$ cat src/hw/osc_ctrl_map.vh
// Register map, field positions and reset values of the oscillator control block
`ifndef OSC_CTRL_MAP_VH
`define OSC_CTRL_MAP_VH

// ----------------------------------------
// Register addresses
// ----------------------------------------
`define OSC_CTRL_ADDR 8'h25
`define FUNCTION_ADDR 8'h28
`define PIN_A_IRQ_ADDR 8'h29
`define PIN_B_IRQ_ADDR 8'h2A

// ----------------------------------------
// Field positions
// ----------------------------------------
`define OUTPUT_INVERSION_BIT 7
`define OFFSET_MODE_BIT 6
`define HOUR_FORMAT_BIT 5
`define LOW_JITTER_BIT 4
`define DRIVE_HI 3
`define DRIVE_LO 2
`define LOAD_CAP_HI 1
`define LOAD_CAP_LO 0
`define CLKOUT_FREQ_HI 2
`define CLKOUT_FREQ_LO 0

// ----------------------------------------
// Reset values and encodings
// ----------------------------------------
`define OSC_CTRL_RESET 8'h00
`define FUNCTION_RESET 8'h00
`define IRQ_MASK_RESET 8'h00
`define DRIVE_NORMAL 2'h0
`define DRIVE_LOW 2'h1
`define DRIVE_HIGH 2'h2
`define CAP_7P0 2'h0
`define CAP_6P0 2'h1
`define CAP_12P5 2'h2

`endif

$ cat src/hw/osc_ctrl_regs.v
// Oscillator control register with clock output inversion and per-pin interrupt routing
//
// Operation
// - Eight-bit oscillator control register at 25h
// - Bit 7 inverts clock output; default off
// - Inversion acts on selected output frequency
// - Low jitter bit; default normal behaviour
// - Bit 5 selects 12-hour; default 24-hour
// - Hour format ignored in stop-watch mode
// - Drive field: normal, low, high, high
// - Capacitance field: 7.0, 6.0, 12.5, 12.5 pF
// - Bit 6 selects offset calibration mode
// - Masks at 29h/2Ah route sources per pin
`timescale 1ns/1ns
`include "osc_ctrl_map.vh"

module osc_ctrl_regs
(
	input wire core_clk,
	input wire reset_n,
	input wire clk_en,
	input wire reg_wr,
	input wire reg_rd,
	input wire [7:0] reg_addr,
	input wire [7:0] reg_wdata,
	input wire stopwatch_mode,
	input wire [7:0] clkout_taps,
	input wire [6:0] irq_sources,
	output reg [7:0] reg_rdata,
	output reg clk_out,
	output reg low_jitter_rise,
	output reg low_jitter_fall,
	output reg offset_mode,
	output reg twelve_hour,
	output reg [1:0] drive_level,
	output reg [1:0] load_cap,
	output reg irq_a,
	output reg irq_b
);

	// ----------------------------------------
	// Register file
	// ----------------------------------------
	reg [7:0] osc_ctrl_q;
	reg [7:0] function_q;
	reg [7:0] pin_a_irq_mask_q;
	reg [7:0] pin_b_irq_mask_q;
	reg [7:0] rdata_d;
	reg [7:0] taps_meta_q;
	reg [7:0] taps_q;
	reg stopwatch_meta_q;
	reg stopwatch_q;
	reg [6:0] src_meta_q;
	reg [6:0] src_q;
	wire sel_clk;
	wire inv;

	always @(posedge core_clk)
	begin
		if (!reset_n)
		begin
			osc_ctrl_q <= `OSC_CTRL_RESET;
			function_q <= `FUNCTION_RESET;
			pin_a_irq_mask_q <= `IRQ_MASK_RESET;
			pin_b_irq_mask_q <= `IRQ_MASK_RESET;
		end
		else if (clk_en && reg_wr)
		begin
			case (reg_addr)
				`OSC_CTRL_ADDR: osc_ctrl_q <= reg_wdata;
				`FUNCTION_ADDR: function_q <= reg_wdata;
				`PIN_A_IRQ_ADDR: pin_a_irq_mask_q <= reg_wdata;
				`PIN_B_IRQ_ADDR: pin_b_irq_mask_q <= reg_wdata;
				default: osc_ctrl_q <= osc_ctrl_q;
			endcase
		end
	end

	// Unmapped addresses read as zero
	always @*
	begin
		case (reg_addr)
			`OSC_CTRL_ADDR: rdata_d = osc_ctrl_q;
			`FUNCTION_ADDR: rdata_d = function_q;
			`PIN_A_IRQ_ADDR: rdata_d = pin_a_irq_mask_q;
			`PIN_B_IRQ_ADDR: rdata_d = pin_b_irq_mask_q;
			default: rdata_d = 8'h00;
		endcase
	end

	// ----------------------------------------
	// Input synchronisers
	// ----------------------------------------
	// Candidate clocks come from the timebase divider, not from core_clk logic
	always @(posedge core_clk)
	begin
		if (!reset_n)
		begin
			taps_meta_q <= 8'h00;
			taps_q <= 8'h00;
		end
		else if (clk_en)
		begin
			taps_meta_q <= clkout_taps;
			taps_q <= taps_meta_q;
		end
	end

	// Mode level changes rarely; two stages are enough against metastability
	always @(posedge core_clk)
	begin
		if (!reset_n)
		begin
			stopwatch_meta_q <= 1'b0;
			stopwatch_q <= 1'b0;
		end
		else if (clk_en)
		begin
			stopwatch_meta_q <= stopwatch_mode;
			stopwatch_q <= stopwatch_meta_q;
		end
	end

	// Sources are levels; a pulse shorter than one cycle may be missed
	always @(posedge core_clk)
	begin
		if (!reset_n)
		begin
			src_meta_q <= 7'h00;
			src_q <= 7'h00;
		end
		else if (clk_en)
		begin
			src_meta_q <= irq_sources;
			src_q <= src_meta_q;
		end
	end

	// ----------------------------------------
	// Field decode
	// ----------------------------------------
	wire low_jitter_bit;
	wire offset_bit;
	wire hour_bit;
	wire [1:0] drive_field;
	wire [1:0] cap_field;
	wire [2:0] freq_sel;
	wire [1:0] drive_d;
	wire [1:0] cap_d;
	wire twelve_hour_d;
	wire low_jitter_rise_d;
	wire low_jitter_fall_d;
	wire clk_out_d;

	assign inv = osc_ctrl_q[`OUTPUT_INVERSION_BIT];
	assign offset_bit = osc_ctrl_q[`OFFSET_MODE_BIT];
	assign hour_bit = osc_ctrl_q[`HOUR_FORMAT_BIT];
	assign low_jitter_bit = osc_ctrl_q[`LOW_JITTER_BIT];
	assign drive_field = osc_ctrl_q[`DRIVE_HI:`DRIVE_LO];
	assign cap_field = osc_ctrl_q[`LOAD_CAP_HI:`LOAD_CAP_LO];
	assign freq_sel = function_q[`CLKOUT_FREQ_HI:`CLKOUT_FREQ_LO];

	// Both upper drive codes share the high drive
	assign drive_d = drive_field[1] ? `DRIVE_HIGH : drive_field;
	// Both upper capacitance codes share 12.5 pF
	assign cap_d = cap_field[1] ? `CAP_12P5 : cap_field;
	// Stop-watch counting has no meridiem, so the format bit is masked
	assign twelve_hour_d = hour_bit & ~stopwatch_q;
	// The low jitter edge follows the inversion onto the falling edge
	assign low_jitter_rise_d = low_jitter_bit & ~inv;
	assign low_jitter_fall_d = low_jitter_bit & inv;
	assign sel_clk = taps_q[freq_sel];
	assign clk_out_d = sel_clk ^ inv;

	// ----------------------------------------
	// Read data
	// ----------------------------------------
	// Held between reads so that a slow host may sample it late
	always @(posedge core_clk)
	begin
		if (!reset_n)
			reg_rdata <= 8'h00;
		else if (clk_en && reg_rd)
			reg_rdata <= rdata_d;
	end

	// ----------------------------------------
	// Clock output
	// ----------------------------------------
	// Registered tap adds one cycle of delay but keeps the pin glitch free
	always @(posedge core_clk)
	begin
		if (!reset_n)
			clk_out <= 1'b0;
		else if (clk_en)
			clk_out <= clk_out_d;
	end

	always @(posedge core_clk)
	begin
		if (!reset_n)
			low_jitter_rise <= 1'b0;
		else if (clk_en)
			low_jitter_rise <= low_jitter_rise_d;
	end

	always @(posedge core_clk)
	begin
		if (!reset_n)
			low_jitter_fall <= 1'b0;
		else if (clk_en)
			low_jitter_fall <= low_jitter_fall_d;
	end

	// ----------------------------------------
	// Oscillator and calendar settings
	// ----------------------------------------
	always @(posedge core_clk)
	begin
		if (!reset_n)
			offset_mode <= 1'b0;
		else if (clk_en)
			offset_mode <= offset_bit;
	end

	always @(posedge core_clk)
	begin
		if (!reset_n)
			twelve_hour <= 1'b0;
		else if (clk_en)
			twelve_hour <= twelve_hour_d;
	end

	always @(posedge core_clk)
	begin
		if (!reset_n)
			drive_level <= `DRIVE_NORMAL;
		else if (clk_en)
			drive_level <= drive_d;
	end

	always @(posedge core_clk)
	begin
		if (!reset_n)
			load_cap <= `CAP_7P0;
		else if (clk_en)
			load_cap <= cap_d;
	end

	// ----------------------------------------
	// Interrupt routing
	// ----------------------------------------
	// Source bits 6:0 line up with mask bits 6:0; bit 7 is pulse/level mode, kept elsewhere
	wire [6:0] hit_a;
	wire [6:0] hit_b;
	genvar g;

	generate
		for (g = 0; g < 7; g = g + 1)
		begin : route
			assign hit_a[g] = src_q[g] & pin_a_irq_mask_q[g];
			assign hit_b[g] = src_q[g] & pin_b_irq_mask_q[g];
		end
	endgenerate

	// Pins are routed independently; one source may drive both at once
	always @(posedge core_clk)
	begin
		if (!reset_n)
			irq_a <= 1'b0;
		else if (clk_en)
			irq_a <= |hit_a;
	end

	always @(posedge core_clk)
	begin
		if (!reset_n)
			irq_b <= 1'b0;
		else if (clk_en)
			irq_b <= |hit_b;
	end

endmodule

$ cat config.mk
export PLATFORM = sky130hd
export DESIGN_NAME = osc_ctrl_regs
export DESIGN_NICKNAME = d
export VERILOG_FILES = /design/src/hw/osc_ctrl_regs.v
export VERILOG_INCLUDE_DIRS = /design/src /design/src/hw
export SDC_FILE = /design/constraint.sdc
export NUM_CORES = 1
export LEC_CHECK = 0
export ABC_AREA = 0
export ABC_CLOCK_PERIOD_IN_PS = 2000
export BUFFER_PORTS_ARGS = -buffer_cell sky130_fd_sc_hd__buf_4
export CAP_MARGIN = 20
export CORE_ASPECT_RATIO = 1.25
export CORE_MARGIN = 2
export CORE_UTILIZATION = 51
export DETAILED_ROUTE_END_ITERATION = 16
export PLACE_DENSITY_LB_ADDON = 0.2
export SYNTH_ARGS = -nofsm -noshare
export SYNTH_HDL_FRONTEND = slang
export SYNTH_SLANG_ARGS = --single-unit
$ cat constraint.sdc
create_clock -name core_clk -period 2 [get_ports core_clk]
set_clock_uncertainty 0.05 [all_clocks]
set_input_delay 0.2 -clock core_clk [delete_from_list [all_inputs] [get_ports core_clk]]
set_output_delay 0.2 -clock core_clk [all_outputs]
set_load 0.005 [all_outputs]
; ---- Word level (Yosys, flattened, before mapping)
; Cells that the tools add are included.
[op_classes]
order_cmp = 1
n_eq_ne = 4
muxes = 5
bitwise = 20
reduce_logical = 8
[ops]
columns = cell, n
row1 = equality test 8 x 6 -> 1 bit (second input constant), 4
row2 = case mux 8 bit (4 select lines), 1
row3 = bitwise AND 1 bit, 17
row4 = OR reduction 7 bit, 2
row5 = AND reduction 2 bit, 4
row6 = less-than comparator 3 x 4 -> 1 bit (second input constant), 1
row7 = two-way mux 2 bit, 2
row8 = binary-select mux 1 bit (select 3 bit), 1
row9 = logical AND 1 bit, 2
row10 = inverter 1 bit, 2
row11 = two-way mux 1 bit, 1
row12 = XOR 1 bit, 1
[word_totals]
ff_bits = 83

; ---- Depth between registers and ports, before layout
; Gate-level depths: netlist of the first run.
[depth]
depth_word = 3
depth_mapped = 6

; ---- Least setup slack after synthesis of the first run
; No wires, ideal clock.
[synth_path]
path_kind = input -> register
from = in reg_addr[4]
to = reg function_q[0]
setup_time_ps = 116
arrival_time_ps = 1742
slack_ps = 92
stages = 6
path_cell_list = or4b_4 > buf_6 > or4_1 > buf_2 > mux2i_1 > nor2b_1
[synth_between]
elab_chain_len = 2
[synth_rtl]
columns = item, line_no
row1 = start: declaration, osc_ctrl_regs.v:24  ; input wire [7:0] reg_addr,
row2 = equality test 8 x 6 -> 1 bit, osc_ctrl_regs.v:69  ; case (reg_addr)
row3 = AND reduction 2 bit (no line), --
row4 = end signal: assignment, osc_ctrl_regs.v:63  ; function_q <= `FUNCTION_RESET;
row5 = end signal: assignment, osc_ctrl_regs.v:71  ; `FUNCTION_ADDR: function_q <= reg_wdata;
row6 = end: declaration, osc_ctrl_regs.v:45  ; reg [7:0] function_q;
; No other way between the ends.
; A chain may end at the register's enable or synchronous reset.

; ---- Worst setup path after layout of the first run
[layout_path]
from = in reg_addr[4]
to = reg function_q[1]
; The elaborated chain is that of the path after synthesis.

==> results of run 1 <==
-- cell usage in the layout (no fill, tap or decap), drive strengths merged --
| cell | n |
|---|---|
| bufinv | 1 |
| nand2b | 9 |
| nor3 | 3 |
| a21boi | 6 |
| clkinvlp | 1 |
| or4b | 1 |
| mux2i | 68 |
| or4 | 1 |
| dfxtp | 83 |
| o21ai | 3 |
| nor2 | 1 |
| nand3b | 19 |
| a221o | 8 |
| buf | 71 |
| o2111a | 1 |
| nor2b | 68 |
| nor4 | 3 |
| clkbuf | 12 |
| mux4 | 2 |
| a41oi | 2 |
| a221oi | 2 |
| a211oi | 10 |
| a22o | 10 |
| or2 | 1 |
| nand2 | 5 |
| a22oi | 2 |
| nand3 | 1 |
-- metal layers --
metal	GRT usage, %	vias up
li1	-	1316
met5	0	-
met3	3.882	13
met2	35.85	58
met4	8.886	0
met1	26.03	1246
-- cells by family after synthesis --
kind of cell,Yosys count,synth area share [%]
buffers and inverters,21,2.435
and+or+nand+nor,112,21.08
AOI/OAI and AO/OA,44,10.12
muxes,70,20.17
DFF,83,46.19
-- sequential cells by signal, summed over array words and instances (netlist names), 2 cells and up --
signal and count:
pin_a_irq_mask_q 8, reg_rdata 8, function_q 8, src_q 7
src_meta_q 7, drive_level 2, pin_b_irq_mask_q 8, load_cap 2
osc_ctrl_q 8, taps_q 8, taps_meta_q 8
-- worst paths after layout --
| kind | startpoint | endpoint | slack [ps] |
|---|---|---|---|
| setup / recovery | reg_addr[4] | function_q[1]$_SDFFE_PN0P_ | 320 |
| hold / removal | irq_sources[6] | src_meta_q[6]$_SDFFE_PN0P_ | 60 |
| setup reg to reg | function_q[0]$_SDFFE_PN0P_ | clk_out$_SDFFE_PN0P_ | 410 |
| hold reg to reg | reg_rdata[6]$_SDFFE_PN0P_ | reg_rdata[6]$_SDFFE_PN0P_ | 430 |
-- worst register-to-register path, stage by stage (launching register included) --
cell and delay [ps]:
dfxtp_1 460, mux4_2 520, mux2i_1 210, nor2_1 80, a211oi_1 200
-- area by class of cell --
cell class | count | area, µm²
multi-input combinational | 226 | 1848
clock inverter | 2 | 37.54
tap | 90 | 112.6
timing repair buffer | 71 | 583.1
clock buffer | 12 | 145.1
fill | 586 | 2504
sequential | 83 | 1662
-- through the flow --
step                      power, mW  instances  area (µm²)  TNS, ps  worst slack, ps
after detailed placement      1.993        470        4205   -86.02           -18.76
after CTS                     3.134        484        4388        0            327.2
after global routing          3.222        484        4388        0            265.2
after global placement        1.988        470        4205        0            20.55
final                         3.106        484        4388        0            321.9
after floorplan               1.881        330        3597        0            92.37
-- report_power, final --
part / switching, mW / leakage (nW) / internal (mW)
clock network: 0.553 / 0.0885 / 0.599
registers: 0.0196 / 0.673 / 1.69
logic: 0.113 / 0.923 / 0.136
==> results by group, run 1 <==
Run status
  – Status: finished, final reports clean

Logic synthesis
  – Yosys warns: 0
  – Synth Cell Area: 3597 µm²
  – Most numerous cell in the Yosys netlist: dfxtp_1
  – #FFs+latches synth: 83
  – Fraction of registers with async set/reset: 0%
  – Top FF cell, synth: dfxtp_1
  – Ranking of synthesized cells by area: dfxtp_1 46%, mux2i_1 19%, nor2b_1 12%, nand3b_1 4.0%, a22o_1 2.4%
  – Area leader, netlist: dfxtp_1
  – Syn Inst Count: 330
  – EDFF count, synth: 0
  – Seq/Total Area, Yosys: a little under half
  – Mapped Nets: 367
  – Syn Area/Cell: 10.90 µm²
  – Top post-synthesis cells by count: 83 x dfxtp_1, 68 x mux2i_1, 68 x nor2b_1, 19 x nand3b_1, 17 x clkbuf_1
  – Post-synth top area share: 46.19%
  – Library cells used by synthesis: 27

Floorplan
  – Full die area: ~7700 µm²
  – FP Rows: 34
  – Core Area: around 6900 µm²
  – Starting Density: 52.20%
  – Chip width: 79.12 µm
  – Die height: between 90 and 100 µm
  – I/O pin cnt: 56

Placed design
  – Placer Congestion: 0.7649
  – Port Buffer Count: 55
  – Detail Placement HPWL: 5525 µm

Clock network
  – CTS tree: done
  – H-Tree Level Count: 3
  – CTS Buf Count: 9
  – Post-CTS Setup Repair Bufs: 0
  – CTS Hold Bufs: 0
  – CTS root buffer: clkbuf_8
  – Clock Sink Count: 83
  – Worst-path clk slew: 70 ps
  – Clock latency on the worst-skew pair: between 300 and 400 ps
  – Resized cells post-CTS: 0
  – CTS max path bufs: 2

Cells and area
  – N_diodes: 0
  – Nets: 428
  – Area Overhead vs Synth: 21.98%
  – Final cell utilization of the core: a little under two thirds
  – Layout cells sized above 1: between 20% and 30%

Routing
  – Final WL: roughly 7700 µm
  – Met1 wire length: between 3000 and 4000 µm
  – Antenna Nets Post-Route: 0
  – DRC errors left: 0
  – Wire length on met2: between 3000 and 4000 µm
  – Met3 WL: ~260 µm
  – Via count: roughly 2600
  – DR top layer: met4
  – Drt pass-1 iters: 4
  – DR iter-0 viols: between 100 and 150
  – Post-DR wirelength/cell: 15.93 µm
  – Routed vias/inst: 5.440

Critical path
  – Reg2Reg Depth: 4
  – Cell count along the critical path: 6
  – CP max stage cell: or4b_4
  – Worst path arrival time: roughly 1900 ps
  – Startpoint Class: input pin
  – Max FO, Critical Path: 8
  – CP cell instances: buf_4 -> or4b_4 -> or4_1 -> buf_4 -> mux2i_1 -> nor2b_1
  – WS Path Type: in2reg
  – CP Capture Type: flop
  – Most used cell, CP: buf_4
  – Slowest Stage Delay on Critical Path: 590 ps
  – Worst EP required: ~2200 ps
  – Worst path bufs/invs: 2
  – Worst path top cell family by delay: simple AND/OR/NAND/NOR gates

Pwr
  – VDD IR max: roughly 0.00041 V
  – P_leak: about 1.7 nW
  – Power Density: a little over 700 nW/µm²

Global routing
  – Largest net degree at the start of global routing: 76
  – Global-route wire length before repair: about 13000 µm
  – Gr ovfl total: 0
  – Total GRT Usage: a little over a fifth
  – Initial antenna violation count: 0
  – Vias in the first global route: approximately 2700

Min path
  – Hold Crit Class: in2reg
  – Hold Path Depth: 3

STA
  – Min Clock Period, post-route: about 1700 ps
  – Rel. slew slack: 76.30%
  – Max-slew violation count: 0
  – Setup repair after global routing missed its margin: no
  – Fin crit share: a little over four fifths
  – Hold Worst Slack: between 60 and 70 ps
  – Count of final setup violators: 0
  – Maximum clock rate: 0.5959 GHz
  – Pin slew with the least headroom to its limit: about 360 ps
  – Hold Fails Final Rpt: 0

Job
  – Max_cap viols: 0
Power figures use the tool's default switching activity.
==> run 2: changes to the inputs <==
Settings changed: ABC_CLOCK_PERIOD_IN_PS 2000 to 1730, CORE_UTILIZATION 51 to 55.
Clock period 2 ns to 1.73 ns, I/O delays scaled along.
==> run 2 against run 1 <==
Final cell count fell by 1.0%. First-iteration DRC count down 12%. Combinational power increased by 16%. Power is 13% higher. Setup slack lost 200 ps. Via count up 0.46%. Flip-flop and latch count unchanged. Wire length is 1.2% lower. Die area shrank 6.9%. Clock power increased by 9.6%. Critical endpoint is now clk_out$_SDFFE_PN0P_. Largest power group unchanged.
==> results by group, run 2 (synthesized netlist as in run 1, its figures left out) <==
Global routing
  – Largest net degree at the start of global routing: 54 (-29%)
  – Gr ovfl total: 0 (unchanged)
  – Total GRT Usage: 22.37% (+1.3 points)
  – Global-route wire length before repair: 12630 µm (-2.1%)
  – Initial antenna violation count: 0 (unchanged)
  – Vias in the first global route: 2572 (-4.5%)

Critical path
  – Reg-to-reg startpoint: function_q[0]$_SDFFE_PN0P_
  – Worst Setup SP: function_q[0]$_SDFFE_PN0P_
  – R2R Path End: clk_out$_SDFFE_PN0P_
  – Reg2Reg Setup Slack: 120 ps (-290 ps)
  – CP Capture Type: flop
  – Worst EP required: 1940 ps (-240 ps)
  – CP endpoint: clk_out$_SDFFE_PN0P_
  – Worst path arrival time: 1820 ps (-40 ps)
  – Startpoint Class: flop
  – Max FO, Critical Path: 4 (-4)
  – WS Path Type: reg2reg
  – Reg2Reg Depth: 4 (unchanged)

STA
  – Hold Worst Slack: 26.93 ps (-34.36 ps)
  – Min Clock Period, post-route: 1608 ps
  – Rel. slew slack: 78.25% (+2.0 points)
  – Count of final setup violators: 0 (unchanged)
  – Pin slew with the least headroom to its limit: 326.2 ps (-29.30 ps)
  – Max-slew violation count: 0 (unchanged)
  – Hold Fails Final Rpt: 0 (unchanged)
  – Setup repair after global routing missed its margin: no
  – Maximum clock rate: between 0.6 and 0.7 GHz
  – Fin crit share: between 90% and 100%

Floorplan
  – Full die area: 7208 µm² (-6.9%)
  – Core Area: 6246 µm² (-9.4%)
  – Die height: 94.42 µm (-3.5%)
  – Starting Density: 57.59% (+5.4 points)
  – FP Rows: 32 (-5.9%)
  – I/O pin cnt: 56 (unchanged)
  – Chip width: 76.34 µm (-3.5%)

Routing
  – Antenna Nets Post-Route: 0 (unchanged)
  – Routed vias/inst: 5.522 (+1.5%)
  – DR iter-0 viols: 119 (-12%)
  – Post-DR wirelength/cell: 15.91 µm (-0.15%)
  – Via count: 2645 (+0.46%)
  – Drt pass-1 iters: 4 (unchanged)
  – DRC errors left: 0 (unchanged)
  – Final WL: 7621 µm (-1.2%)

Clock network
  – Clock Sink Count: 83 (unchanged)
  – CTS max path bufs: 2 (unchanged)
  – Worst-path clk slew: 80 ps (about the same)
  – CTS tree: done
  – Clock latency on the worst-skew pair: 350 ps (about the same)
  – Post-CTS Setup Repair Bufs: 0 (unchanged)
  – CTS Buf Count: 9 (unchanged)
  – CTS root buffer: clkbuf_8
  – CTS Hold Bufs: 0 (unchanged)
  – H-Tree Level Count: 3 (unchanged)
  – Resized cells post-CTS: 0 (unchanged)

Placed design
  – Port Buffer Count: 55 (unchanged)
  – Placed Area: 4205 µm² (unchanged)
  – Detail Placement HPWL: 5460 µm (-1.2%)
  – Placer Congestion: 0.8178 (+6.9%)
  – DP Cell Count: 463 (-1.5%)

Min path
  – Hold Crit Class: in2reg

Cells and area
  – Fill count: 528 (-9.9%)
  – Final cell utilization of the core: 70.21% (+6.5 points)
  – Nets: 426 (-0.47%)
  – Commonest non-fill, non-tap cell in the layout: dfxtp_1
  – Final cell count without fillers: 479 (-1.0%)
  – Most frequent cells in the layout: 83 x dfxtp_1, 68 x mux2i_1, 68 x nor2b_1
  – Register area: 1662 µm² (unchanged)
  – N_diodes: 0 (unchanged)
  – Area Overhead vs Synth: 21.91% (about the same)
  – Multi-input gate area: 1857 µm² (+0.47%)
  – Layout cells sized above 1: 23.60% (+0.76 points)
  – Final instance area: 4385 µm² (about the same)

Job
  – Max_cap viols: 0 (unchanged)

Pwr
  – Power Density: 803.2 nW/µm² (+13%)
  – VDD IR max: 0.0006332 V (+53%)
  – P_leak: 1.678 nW (-0.41%)

Run status
  – Status: finished, final reports clean
## run 2: changes by cell type in the layout (fill, tap and decap cells not counted)
| cell | delta |
|---|---|
| buf_4 | -3 |
| clkinv_2 | +2 |
| buf_12 | +1 |
| bufinv_16 | -1 |
| clkbuf_1 | -1 |
| clkbuf_8 | +1 |
| clkinvlp_4 | +1 |
| nor3_1 | -1 |
| nor3_2 | +1 |
| or4_1 | -1 |
| or4_4 | +1 |
## run 2: metal layers
metal	track usage, %	wire (µm)	vias up
met5	0	0	-
li1	-	-	1303
met2	38.20	3671	71
met1	27.23	3461	1261
met3	5.067	360	10
met4	9.697	126	0
## run 2: layout make-up
| cell class | count | share of cell area [%] |
|---|---|---|
| Multi-Input combinational cell | 226 | 42.34 |
| Sequential cell | 83 | 37.89 |
| Timing Repair Buffer | 69 | 13.24 |
| Clock buffer | 12 | 3.538 |
| Tap cell | 85 | 2.425 |
| Clock inverter | 4 | 0.5706 |
## run 2: per-stage QoR
step	TNS [ps]	setup slack, ps	total power [mW]
2_1_floorplan	-2454	-85.78	2.175
3_3_place_gp	-2832	-147.3	2.297
3_5_place_dp	-3857	-206.5	2.306
4_1_cts	0	120.4	3.536
5_1_grt	0	64.27	3.664
6_report	0	121.7	3.522
## run 2: worst max-delay path, stage by stage, from the launching register on
cell and delay [ps]:
dfxtp_1 460, mux4_2 530, mux2i_1 200, nor2_1 70, a211oi_1 210
## run 2: report_power, final
part | total, mW | leakage, nW | switching (mW) | internal (mW)
clock | 1.26 | 0.0884 | 0.667 | 0.595
combinational | 0.288 | 0.917 | 0.130 | 0.158
sequential | 1.97 | 0.673 | 0.0245 | 1.95
total | 3.52 | 1.68 | 0.821 | 2.70
## run 2: worst min path at each step
stage,startpoint,to,cells after the start
2_1_floorplan,reg_wdata[0],function_q[0]$_SDFFE_PN0P_,2
5_1_grt,irq_sources[6],src_meta_q[6]$_SDFFE_PN0P_,3
3_3_place_gp,clkout_taps[1],taps_meta_q[1]$_SDFFE_PN0P_,3
6_report,clkout_taps[1],taps_meta_q[1]$_SDFFE_PN0P_,3
4_1_cts,irq_sources[3],src_meta_q[3]$_SDFFE_PN0P_,3
3_5_place_dp,clkout_taps[1],taps_meta_q[1]$_SDFFE_PN0P_,3
